===== src/flash_addr_pkg.sv =====
package flash_addr_pkg;

  localparam logic [11:0] area_select_offset   = 12'h020;
  localparam logic [11:0] start_address_offset = 12'h030;
  localparam logic [11:0] end_address_offset   = 12'h034;
  localparam logic [11:0] command_offset       = 12'h040;
  localparam logic [11:0] control_offset       = 12'h044;
  localparam logic [11:0] result_offset        = 12'h048;

  localparam logic [7:0]  area_key_value       = 8'h3b;
  localparam int          key_msb              = 15;
  localparam int          key_lsb              = 8;
  localparam int          boot_bit_pos         = 1;
  localparam logic [3:0]  lanes_low_half       = 4'h3;
  localparam logic [3:0]  lanes_word           = 4'hf;

  localparam int          code_addr_msb        = 27;
  localparam int          data_addr_msb        = 20;
  localparam int          compare_msb          = 27;
  localparam int          parity_msb           = 27;
  localparam int          parity_lsb           = 4;

  localparam logic [31:0] boot_area_base       = 32'h0800_0000;
  localparam logic [31:0] boot_area_limit      = 32'h0801_0000;
  localparam logic [31:0] region_size_48k      = 32'h0000_c000;
  localparam logic [31:0] region_bank2_base    = 32'h0018_0000;

  localparam int          align_program_code   = 512;
  localparam int          align_word           = 4;
  localparam int          align_multi_base     = 8;
  localparam int          align_erase_data     = 64;
  localparam int          align_block_small    = 16384;
  localparam int          align_block_large    = 65536;
  localparam int          align_setting_wide   = 32;

  typedef enum logic [3:0] {
    cmd_program_code  = 4'h0,
    cmd_program_data  = 4'h1,
    cmd_multi_program = 4'h2,
    cmd_dma_program   = 4'h3,
    cmd_block_erase   = 4'h4,
    cmd_area_erase    = 4'h5,
    cmd_blank_check   = 4'h6,
    cmd_config_set    = 4'h7,
    cmd_protect_set   = 4'h8,
    cmd_security_set  = 4'h9,
    cmd_status_clear  = 4'ha,
    cmd_forced_stop   = 4'hb,
    cmd_suspend       = 4'hc,
    cmd_resume        = 4'hd
  } command_type;

  typedef enum logic [1:0] {
    st_idle  = 2'b00,
    st_check = 2'b01,
    st_busy  = 2'b11,
    st_lock  = 2'b10
  } state_type;

  typedef struct packed {
    logic [1:0] multi_size;
    logic       setting_wide;
    logic       erase_block_64k;
  } command_option_type;

  localparam logic [7:0] busy_cycles = 8'h08;

endpackage : flash_addr_pkg


===== src/flash_command_address_setup.sv =====
// How it works
// Area select clears on reset and init
// Boot bit changes only with key 3b
// Key field not stored, reads zero
// Boot bit writable in serial or break
// Address registers writable only when ready
// Bit 1 chooses boot area; reserved zero
// Wrong area for command flags access error
// Start address register feeds listed commands
// High bits masked per flash type
// Low bits masked below command boundary
// Erase start aligned per area
// Setting commands aligned to 4 or 32
// Bits 27 to 4 make parity
// Area erase start above end locks
// Blank check direction ordering check locks
// Range crossing data region locks
// 48k regions alternate below 18_0000; one region above
// Erase end ignores 31:21 and 5:0; the start-above-end check still compares end bits 27:0
// Blank end ignores 31:21 and 1:0
// Software keeps bits 27:21 equal
// Address registers clear on reset and init
// Area select 16-bit, addresses 32-bit access
// Clear, stop, suspend, resume ignore address
// Checks before array work; failure starts none
//
// Local design decision: the APB register port.
`timescale 1ns/10ps
module flash_command_address_setup
  import flash_addr_pkg::*;
#(
  parameter int busy_length = 8
) (
  input  wire logic        pclk,
  input  wire logic        presetn,
  input  wire logic        psel,
  input  wire logic        penable,
  input  wire logic        pwrite,
  input  wire logic [11:0] paddr,
  input  wire logic [31:0] pwdata,
  input  wire logic [3:0]  pstrb,
  output logic      [31:0] prdata,
  output logic             pready,
  output logic             pslverr,
  input  wire logic        serial_mode,
  input  wire logic        debug_break,
  output logic             sequencer_ready_flag,
  output logic             code_access_error_flag,
  output logic             command_lock,
  output logic             array_start,
  output logic [31:0]      array_address,
  output logic             address_parity
);

  logic [1:0]         serial_sync;
  logic [1:0]         break_sync;
  logic               boot_area_select_bit;
  logic [31:0]        command_start_address;
  logic [31:0]        command_end_address;
  logic               blank_check_direction;
  logic               target_data;
  command_option_type option;
  command_type        command;
  state_type          state;
  logic [7:0]         busy_count;
  logic               sequencer_init_bit;
  logic               issue;
  logic               write_phase;
  logic               read_phase;
  logic [31:0]        next_address;
  logic               next_error;
  logic               next_lock;
  logic [31:0]        masked_start;
  logic [31:0]        masked_end;
  logic               in_boot;
  logic               commit;
  logic               area_write;
  logic               start_write;
  logic               end_write;

  // Mode pins come from another domain
  always_ff @(posedge pclk or negedge presetn) begin
    if (!presetn) begin
      serial_sync <= 2'b00;
      break_sync  <= 2'b00;
    end else begin
      serial_sync <= {serial_sync[0], serial_mode};
      break_sync  <= {break_sync[0], debug_break};
    end
  end

  assign write_phase = psel && penable && pwrite;
  assign read_phase  = psel && !penable && !pwrite;

  function automatic logic lanes_ok(input logic [11:0] addr, input logic [3:0] strb);
    if (addr == area_select_offset) begin
      lanes_ok = (strb == lanes_low_half);
    end else begin
      lanes_ok = (strb == lanes_word);
    end
  endfunction : lanes_ok

  function automatic logic [31:0] align(input logic [31:0] addr, input int bytes);
    align = addr & ~(32'(bytes) - 32'h1);
  endfunction : align

  function automatic logic [1:0] region_of(input logic [31:0] addr);
    logic [31:0] a;
    a = {11'h000, addr[data_addr_msb:0]};
    if (a >= region_bank2_base) begin
      region_of = 2'h2;
    end else if ((a % (region_size_48k * 2)) >= region_size_48k) begin
      region_of = 2'h1;
    end else begin
      region_of = 2'h0;
    end
  endfunction : region_of

  // A range must stay inside one data region
  function automatic logic crosses(input logic [31:0] first, input logic [31:0] last);
    crosses = (region_of(first) != region_of(last));
  endfunction : crosses

  function automatic logic mapped(input logic [11:0] addr);
    mapped = addr inside {area_select_offset, start_address_offset, end_address_offset,
                          command_offset, control_offset, result_offset};
  endfunction : mapped

  function automatic logic sized_register(input logic [11:0] addr);
    sized_register = (addr == area_select_offset) || (addr == start_address_offset)
                     || (addr == end_address_offset);
  endfunction : sized_register

  // Writes during setup commit at access with ready high
  assign sequencer_init_bit = write_phase && pready && (paddr == control_offset) && pwdata[0];
  assign issue = write_phase && pready && (paddr == command_offset) && (state == st_idle);

  // Busy sequencer silently drops address writes
  assign commit      = write_phase && pready;
  assign area_write  = commit && (paddr == area_select_offset)
                       && lanes_ok(paddr, pstrb) && sequencer_ready_flag;
  assign start_write = commit && (paddr == start_address_offset)
                       && lanes_ok(paddr, pstrb) && sequencer_ready_flag;
  assign end_write   = commit && (paddr == end_address_offset)
                       && lanes_ok(paddr, pstrb) && sequencer_ready_flag;

  always_ff @(posedge pclk or negedge presetn) begin
    if (!presetn) begin
      boot_area_select_bit <= 1'b0;
    end else if (sequencer_init_bit) begin
      boot_area_select_bit <= 1'b0;
    end else if (area_write
                 && pwdata[key_msb:key_lsb] == area_key_value
                 && (serial_sync[1] || break_sync[1])) begin
      boot_area_select_bit <= pwdata[boot_bit_pos];
    end
  end

  always_ff @(posedge pclk or negedge presetn) begin
    if (!presetn) begin
      command_start_address <= 32'h0000_0000;
      command_end_address   <= 32'h0000_0000;
    end else if (sequencer_init_bit) begin
      command_start_address <= 32'h0000_0000;
      command_end_address   <= 32'h0000_0000;
    end else begin
      if (start_write) begin
        command_start_address <= pwdata;
      end
      if (end_write) begin
        command_end_address <= pwdata;
      end
    end
  end

  always_ff @(posedge pclk or negedge presetn) begin
    if (!presetn) begin
      blank_check_direction <= 1'b0;
      option                <= '0;
      command               <= cmd_status_clear;
      target_data           <= 1'b0;
    end else if (write_phase && pready && paddr == control_offset && !pwdata[0]) begin
      blank_check_direction <= pwdata[1];
      target_data           <= pwdata[2];
      option                <= pwdata[6:3];
    end else if (issue) begin
      command <= command_type'(pwdata[3:0]);
    end
  end

  // Masks and alignment
  always_comb begin
    masked_start = target_data ? {11'h000, command_start_address[data_addr_msb:0]}
                               : {4'h0, command_start_address[code_addr_msb:0]};
    masked_end   = {11'h000, command_end_address[data_addr_msb:0]};
    next_address = masked_start;
    unique case (command)
      cmd_program_code: begin
        next_address = align(masked_start, align_program_code);
      end
      cmd_program_data: begin
        next_address = align(masked_start, align_word);
      end
      cmd_dma_program: begin
        next_address = align(masked_start, align_word);
      end
      cmd_blank_check: begin
        next_address = align(masked_start, align_word);
      end
      cmd_multi_program: begin
        next_address = align(masked_start, align_multi_base << option.multi_size);
      end
      cmd_block_erase: begin
        if (target_data) begin
          next_address = align(masked_start, align_erase_data);
        end else if (boot_area_select_bit) begin
          next_address = align(masked_start, align_block_large);
        end else if (!option.erase_block_64k) begin
          next_address = align(masked_start, align_block_small);
        end else begin
          next_address = align(masked_start, align_block_large);
        end
      end
      cmd_area_erase: begin
        next_address = align(masked_start, align_erase_data);
      end
      cmd_config_set, cmd_protect_set, cmd_security_set: begin
        next_address = align(masked_start, option.setting_wide ? align_setting_wide
                                                               : align_word);
      end
      default: begin
        // Address-free commands never reach the array
        next_address = 32'h0000_0000;
      end
    endcase
  end

  // Area match and range checks
  always_comb begin
    in_boot    = (masked_start >= boot_area_base) && (masked_start < boot_area_limit);
    next_error = 1'b0;
    next_lock  = 1'b0;
    if (!target_data && command <= cmd_security_set) begin
      next_error = (in_boot != boot_area_select_bit);
    end
    if (command == cmd_area_erase) begin
      next_lock = command_start_address[compare_msb:0] > command_end_address[compare_msb:0];
      if (crosses(masked_start, align(masked_end, align_erase_data))) begin
        next_lock = 1'b1;
      end
    end
    if (command == cmd_blank_check) begin
      if (!blank_check_direction) begin
        next_lock = masked_start > align(masked_end, align_word);
      end else begin
        next_lock = masked_start < align(masked_end, align_word);
      end
      if (crosses(masked_start, align(masked_end, align_word))) begin
        next_lock = 1'b1;
      end
    end
  end

  // Sequencer; checks run a cycle before any array work
  always_ff @(posedge pclk or negedge presetn) begin
    if (!presetn) begin
      state                  <= st_idle;
      busy_count             <= 8'h00;
      sequencer_ready_flag   <= 1'b1;
      code_access_error_flag <= 1'b0;
      command_lock           <= 1'b0;
      array_start            <= 1'b0;
      array_address          <= 32'h0000_0000;
      address_parity         <= 1'b0;
    end else begin
      array_start <= 1'b0;
      unique case (state)
        st_idle: begin
          if (issue) begin
            state                <= st_check;
            sequencer_ready_flag <= 1'b0;
          end
        end
        st_check: begin
          if (command >= cmd_status_clear) begin
            state                  <= st_idle;
            sequencer_ready_flag   <= 1'b1;
            code_access_error_flag <= 1'b0;
            command_lock           <= 1'b0;
          end else if (next_error || next_lock) begin
            state                  <= st_lock;
            code_access_error_flag <= next_error;
            command_lock           <= 1'b1;
            sequencer_ready_flag   <= 1'b1;
          end else begin
            state          <= st_busy;
            array_start    <= 1'b1;
            array_address  <= next_address;
            address_parity <= ^next_address[parity_msb:parity_lsb];
            busy_count     <= 8'(busy_length);
          end
        end
        st_busy: begin
          if (busy_count <= 8'h01) begin
            state                <= st_idle;
            sequencer_ready_flag <= 1'b1;
          end else begin
            busy_count <= busy_count - 8'h01;
          end
        end
        st_lock: begin
          if (write_phase && pready && paddr == command_offset
              && pwdata[3:0] >= cmd_status_clear && pwdata[3:0] <= cmd_forced_stop) begin
            state                  <= st_idle;
            command_lock           <= 1'b0;
            code_access_error_flag <= 1'b0;
          end
        end
      endcase
    end
  end

  // APB slave, zero wait states
  always_ff @(posedge pclk or negedge presetn) begin
    if (!presetn) begin
      pready  <= 1'b0;
      pslverr <= 1'b0;
      prdata  <= 32'h0000_0000;
    end else begin
      pready  <= psel && !penable;
      pslverr <= 1'b0;
      if (psel && !penable) begin
        pslverr <= !mapped(paddr)
                   || (sized_register(paddr) && pwrite && !lanes_ok(paddr, pstrb));
      end
      if (read_phase) begin
        unique case (paddr)
          area_select_offset: begin
            prdata <= {30'h0, boot_area_select_bit, 1'b0};
          end
          start_address_offset: begin
            prdata <= command_start_address;
          end
          end_address_offset: begin
            prdata <= command_end_address;
          end
          control_offset: begin
            // Init bit is a strobe, so it never reads back
            prdata <= {25'h0, option, target_data, blank_check_direction, 1'b0};
          end
          result_offset: begin
            prdata <= {28'h0, state == st_busy, command_lock,
                       code_access_error_flag, sequencer_ready_flag};
          end
          default: begin
            prdata <= 32'h0000_0000;
          end
        endcase
      end else if (!psel) begin
        prdata <= 32'h0000_0000;
      end
    end
  end

endmodule : flash_command_address_setup


===== config.mk =====
export PLATFORM = sky130hd
export DESIGN_NAME = flash_command_address_setup
export DESIGN_NICKNAME = d
export VERILOG_FILES = /design/src/flash_addr_pkg.sv /design/src/flash_command_address_setup.sv
export SDC_FILE = /design/constraint.sdc
export NUM_CORES = 1
export LEC_CHECK = 0
export BUFFER_PORTS_ARGS = -buffer_cell sky130_fd_sc_hd__buf_2
export CORE_ASPECT_RATIO = 0.5
export CORE_MARGIN = 5
export CORE_UTILIZATION = 45
export CTS_CLUSTER_SIZE = 14
export DETAILED_ROUTE_END_ITERATION = 16
export GPL_ROUTABILITY_DRIVEN = 0
export GPL_TIMING_DRIVEN = 0
export MAX_ROUTING_LAYER = met4
export PLACE_DENSITY = 0.68
export SLEW_MARGIN = 20
export SYNTH_ARGS = -nofsm -noshare
export SYNTH_HDL_FRONTEND = slang
export SYNTH_SLANG_ARGS = --single-unit

===== constraint.sdc =====
create_clock -name pclk -period 2.9 [get_ports pclk]
set_input_delay 0.29 -clock pclk [delete_from_list [all_inputs] [get_ports pclk]]
set_output_delay 0.29 -clock pclk [all_outputs]
set_load 0.03 [all_outputs]

==> impl_metrics.tcl <==
set metrics [dict create \
    violations "setup timing" \
    rows 35 \
    post_dp_cell_area_mm2 0.00952 \
    vias_per_cell 5.65 \
    synthCells 963 \
    syn-mean-instance-area_um2 8.86 \
    final_area_mm2 0.0106 \
    max_stage_delay_ns 0.47 \
    crit_type "reg -> reg" \
    cts.clk_slew.worst_paths_ns 0.07 \
    dr.pass1.iters 6 \
    syn-cell-area_mm2 0.00854 \
    vias 7990 \
    crit_slowest_cell "a211oi_4" \
    wl_mm 26.6 \
    tns_ns -3.70 \
    ys_seq_elements 154 \
    start_util_pct 46.1 \
    fill_cells 1642 \
    synthTopCellsByArea "dfrtp_1, nand2_1, a21oi_1, ha_1, o21ai_0" \
    fp.dieW_um 205 \
    path_cells "buf_6 -> inv_2 -> ha_4 -> nand4_1 -> nor4_4 -> nand3_2 -> o211ai_1 -> o2111ai_2 -> a211oi_4 -> buf_6 -> mux2_2" \
    synth_top_area_share_pct 44.3 \
    async_flop_share_pct 100 \
    numPortBuffers 119 \
    cp_max_fo 7 \
    grt_max_degree 88 \
    drt_first_iter_violations 772 \
    tightestPinTransition_ns 1.13 \
    pre_cts_ws_ns -0.377 \
    cts_buffers 17 \
    worst_path_dominant_cell_family "compound AO/OA/AOI/OAI gates" \
    finalSetupViolCount 36 \
    p_leak_nw 4.88 \
    slew_headroom_pct 23.8 \
    grt_pass1_vias 7530 \
    worstSetupEndpointType "flip-flop" \
    cap_viol_max_count 0 \
    ir_drop_v 0.000407 \
    nNetsFinal 1229 \
    pwr_density_cell_mw_per_mm2 423 \
    post-route-period-util_pct 106 \
    required_ns 3.21 \
    seq_area_frac_synth_pct 45.2 \
    grt_pass1_wl_mm 41.1 \
    wire_per_inst_um 18.8 \
    synthFlopType "dfrtp_1" \
    start_kind "flip-flop" \
    clock_path_buffers 2 \
    status "finished, violations left" \
    slew_violations 0 \
    period_minus_slack_ns 3.07 \
    hold_ws_ns 0.108 \
    hpwl_mm 19.1 \
    clock_skew_ns 0.0141 \
    overflow 0 \
    hold_viol 0 \
    cts_root_buf "clkbuf_16" \
    seqCellArea_mm2 0.00387 \
    core_region_area_mm2 0.0185 \
    synth_edf_count 0 \
    synth_area_leader_cell "dfrtp_1" \
    drc 0 \
    synth_cell_types 74 \
    tritoncts "built" \
    worstPathArrival_ns 3.38 \
    critPathMostFrequentCell "buf_6" \
    antenna_found_initial 0 \
    drive_gt1_share_pct 25.0 \
    clock_latency_ns 0.43 \
    ios 126 \
    yosys_warnings 0 \
    clock-sinks 154 \
    final.setup.worst_slack_ns -0.170 \
    grtUsageTotal_pct 24.5 \
    die_height_um 107 \
    multiInputGateArea_mm2 0.00431 \
    fmax_mhz 326 \
    path_buf_inv 3 \
    grt_setup_unrepaired "true" \
    ant_nets 0 \
    htreeDepth 4 \
    diodes 0 \
    dieArea_mm2 0.0220 \
    hp-class "in -> reg" \
    syn_to_final_growth_pct 24.3 \
]
[power breakdown]
group | total (mW) | internal [mW] | switching, mW
clock | 2.18 | 1.20 | 0.978
sequential | 2.16 | 2.15 | 0.00250
combinational | 0.162 | 0.0504 | 0.111
[registers in the layout, summed over array words and instances, names as in the netlist]
name and cells:
command_lock 1, target_data 1, sequencer_ready_flag 1, break_sync 2, array_start 1, array_address 26
option 4, command 4, command_start_address 32, serial_sync 2, blank_check_direction 1, pslverr 1
boot_area_select_bit 1, state 2, busy_count 8, pready 1, command_end_address 32, prdata 32
address_parity 1, code_access_error_flag 1
[routing by layer]
layer / part of all wire, % / GRT usage [%] / up-vias
li1: - / - / 3691
met2: 45 / 35.7 / 374
met5: 0 / - / -
met1: 45 / 36.0 / 3893
met3: 9.0 / 3.97 / 32
met4: 1.2 / 6.21 / 0
[placed cells by master (no fill, tap or decap), types with 7 or more instances in the layout]
cell type / n
nand2_1: 194
dfrtp_1: 141
buf_2: 127
a21oi_1: 89
inv_1: 64
o21ai_0: 56
buf_4: 40
nor2_1: 36
nand3_1: 35
clkbuf_1: 32
a22oi_1: 27
ha_1: 25
clkbuf_16: 17
xnor2_1: 14
mux2_2: 13
o21ai_1: 13
buf_6: 11
nand2b_1: 10
dfrtp_2: 10
nor3_1: 9
o211ai_1: 9
nor4_1: 9
xor2_1: 8
nand4_1: 8
a21o_1: 7
ha_4: 7
[area by class of cell]
class	instances	share of cell area, %
buffer	62	3.40
inverter	69	2.44
timing repair buffer	156	8.70
sequential	154	36.5
tap	259	3.05
clock inverter	13	1.25
clock buffer	18	4.04
multi-input combinational	682	40.6
[logic make-up after synthesis]
kind of cell	count (synthesis)	synth area share [%]
buffers and inverters	132	7.15
DFF	154	45.2
AOI/OAI and AO/OA	255	18.8
other	1	0.0439
and+or+nand+nor	345	19.0
muxes	19	2.42
adders and majority gates	33	4.81
xor gates and xnor gates	24	2.62
[synthesized netlist by cell type, drive strengths merged (7+ instances only)]
master  instances
ha             32
clkbuf         35
mux2           13
a21o            7
nand3          38
nand2         194
o21ai          71
xnor2          14
nor2           36
dfrtp         151
nand2b         10
buf            28
a21oi          93
inv            69
a22oi          27
nor4           14
xor2            9
nor3           11
o211ai         10
nand4           9
[final timing paths]
| path | slack [ns] | startpoint | cells past startpoint | endpoint |
|---|---|---|---|---|
| max in group asynchronous | 1.64 | presetn | 3 | command_end_address[18]$_DFFE_PN0P_ |
| min reg2reg | 0.36 | serial_sync[0]$_DFF_PN0_ | 0 | serial_sync[1]$_DFF_PN0_ |
| max | -0.17 | command_end_address[19]$_DFFE_PN0P_ | 11 | array_address[14]$_DFFE_PN0P_ |
| min | 0.11 | pwdata[27] | 3 | command_end_address[27]$_DFFE_PN0P_ |
| max reg2reg | -0.17 | command_end_address[19]$_DFFE_PN0P_ | 11 | array_address[14]$_DFFE_PN0P_ |
| min in group asynchronous | 0.38 | presetn | 2 | busy_count[4]$_DFFE_PN0P_ |
[what timing repair did]
action / in CTS / in global routing
resized for setup: 25 / 31
cloned: 0 / 0
hold buffers: 3 / 0
buffers inserted: 19 / 14
setup endpoints to repair: 40 / 40
hold endpoints to repair: 66 / 0
pin swaps: 11 / 9
[through the flow]
stage	util [%]	total power, mW	std cells
final	57.3	4.49	1413
after global routing	57.3	4.63	1413
after CTS	56.0	4.52	1400
after detailed placement	51.4	2.36	1347
after global placement	51.1	2.35	1346
after floorplan	-	2.24	968
[worst register-to-register path: cells and delay by family, from the launching register on]
family / cells / cell delay [ns]
compound gates: 3 / 0.92
simple gates: 3 / 0.72
flops: 1 / 0.34
mux: 1 / 0.34
fa+ha+maj: 1 / 0.27
buf+inv: 3 / 0.38
Power figures use the tool's default switching activity.
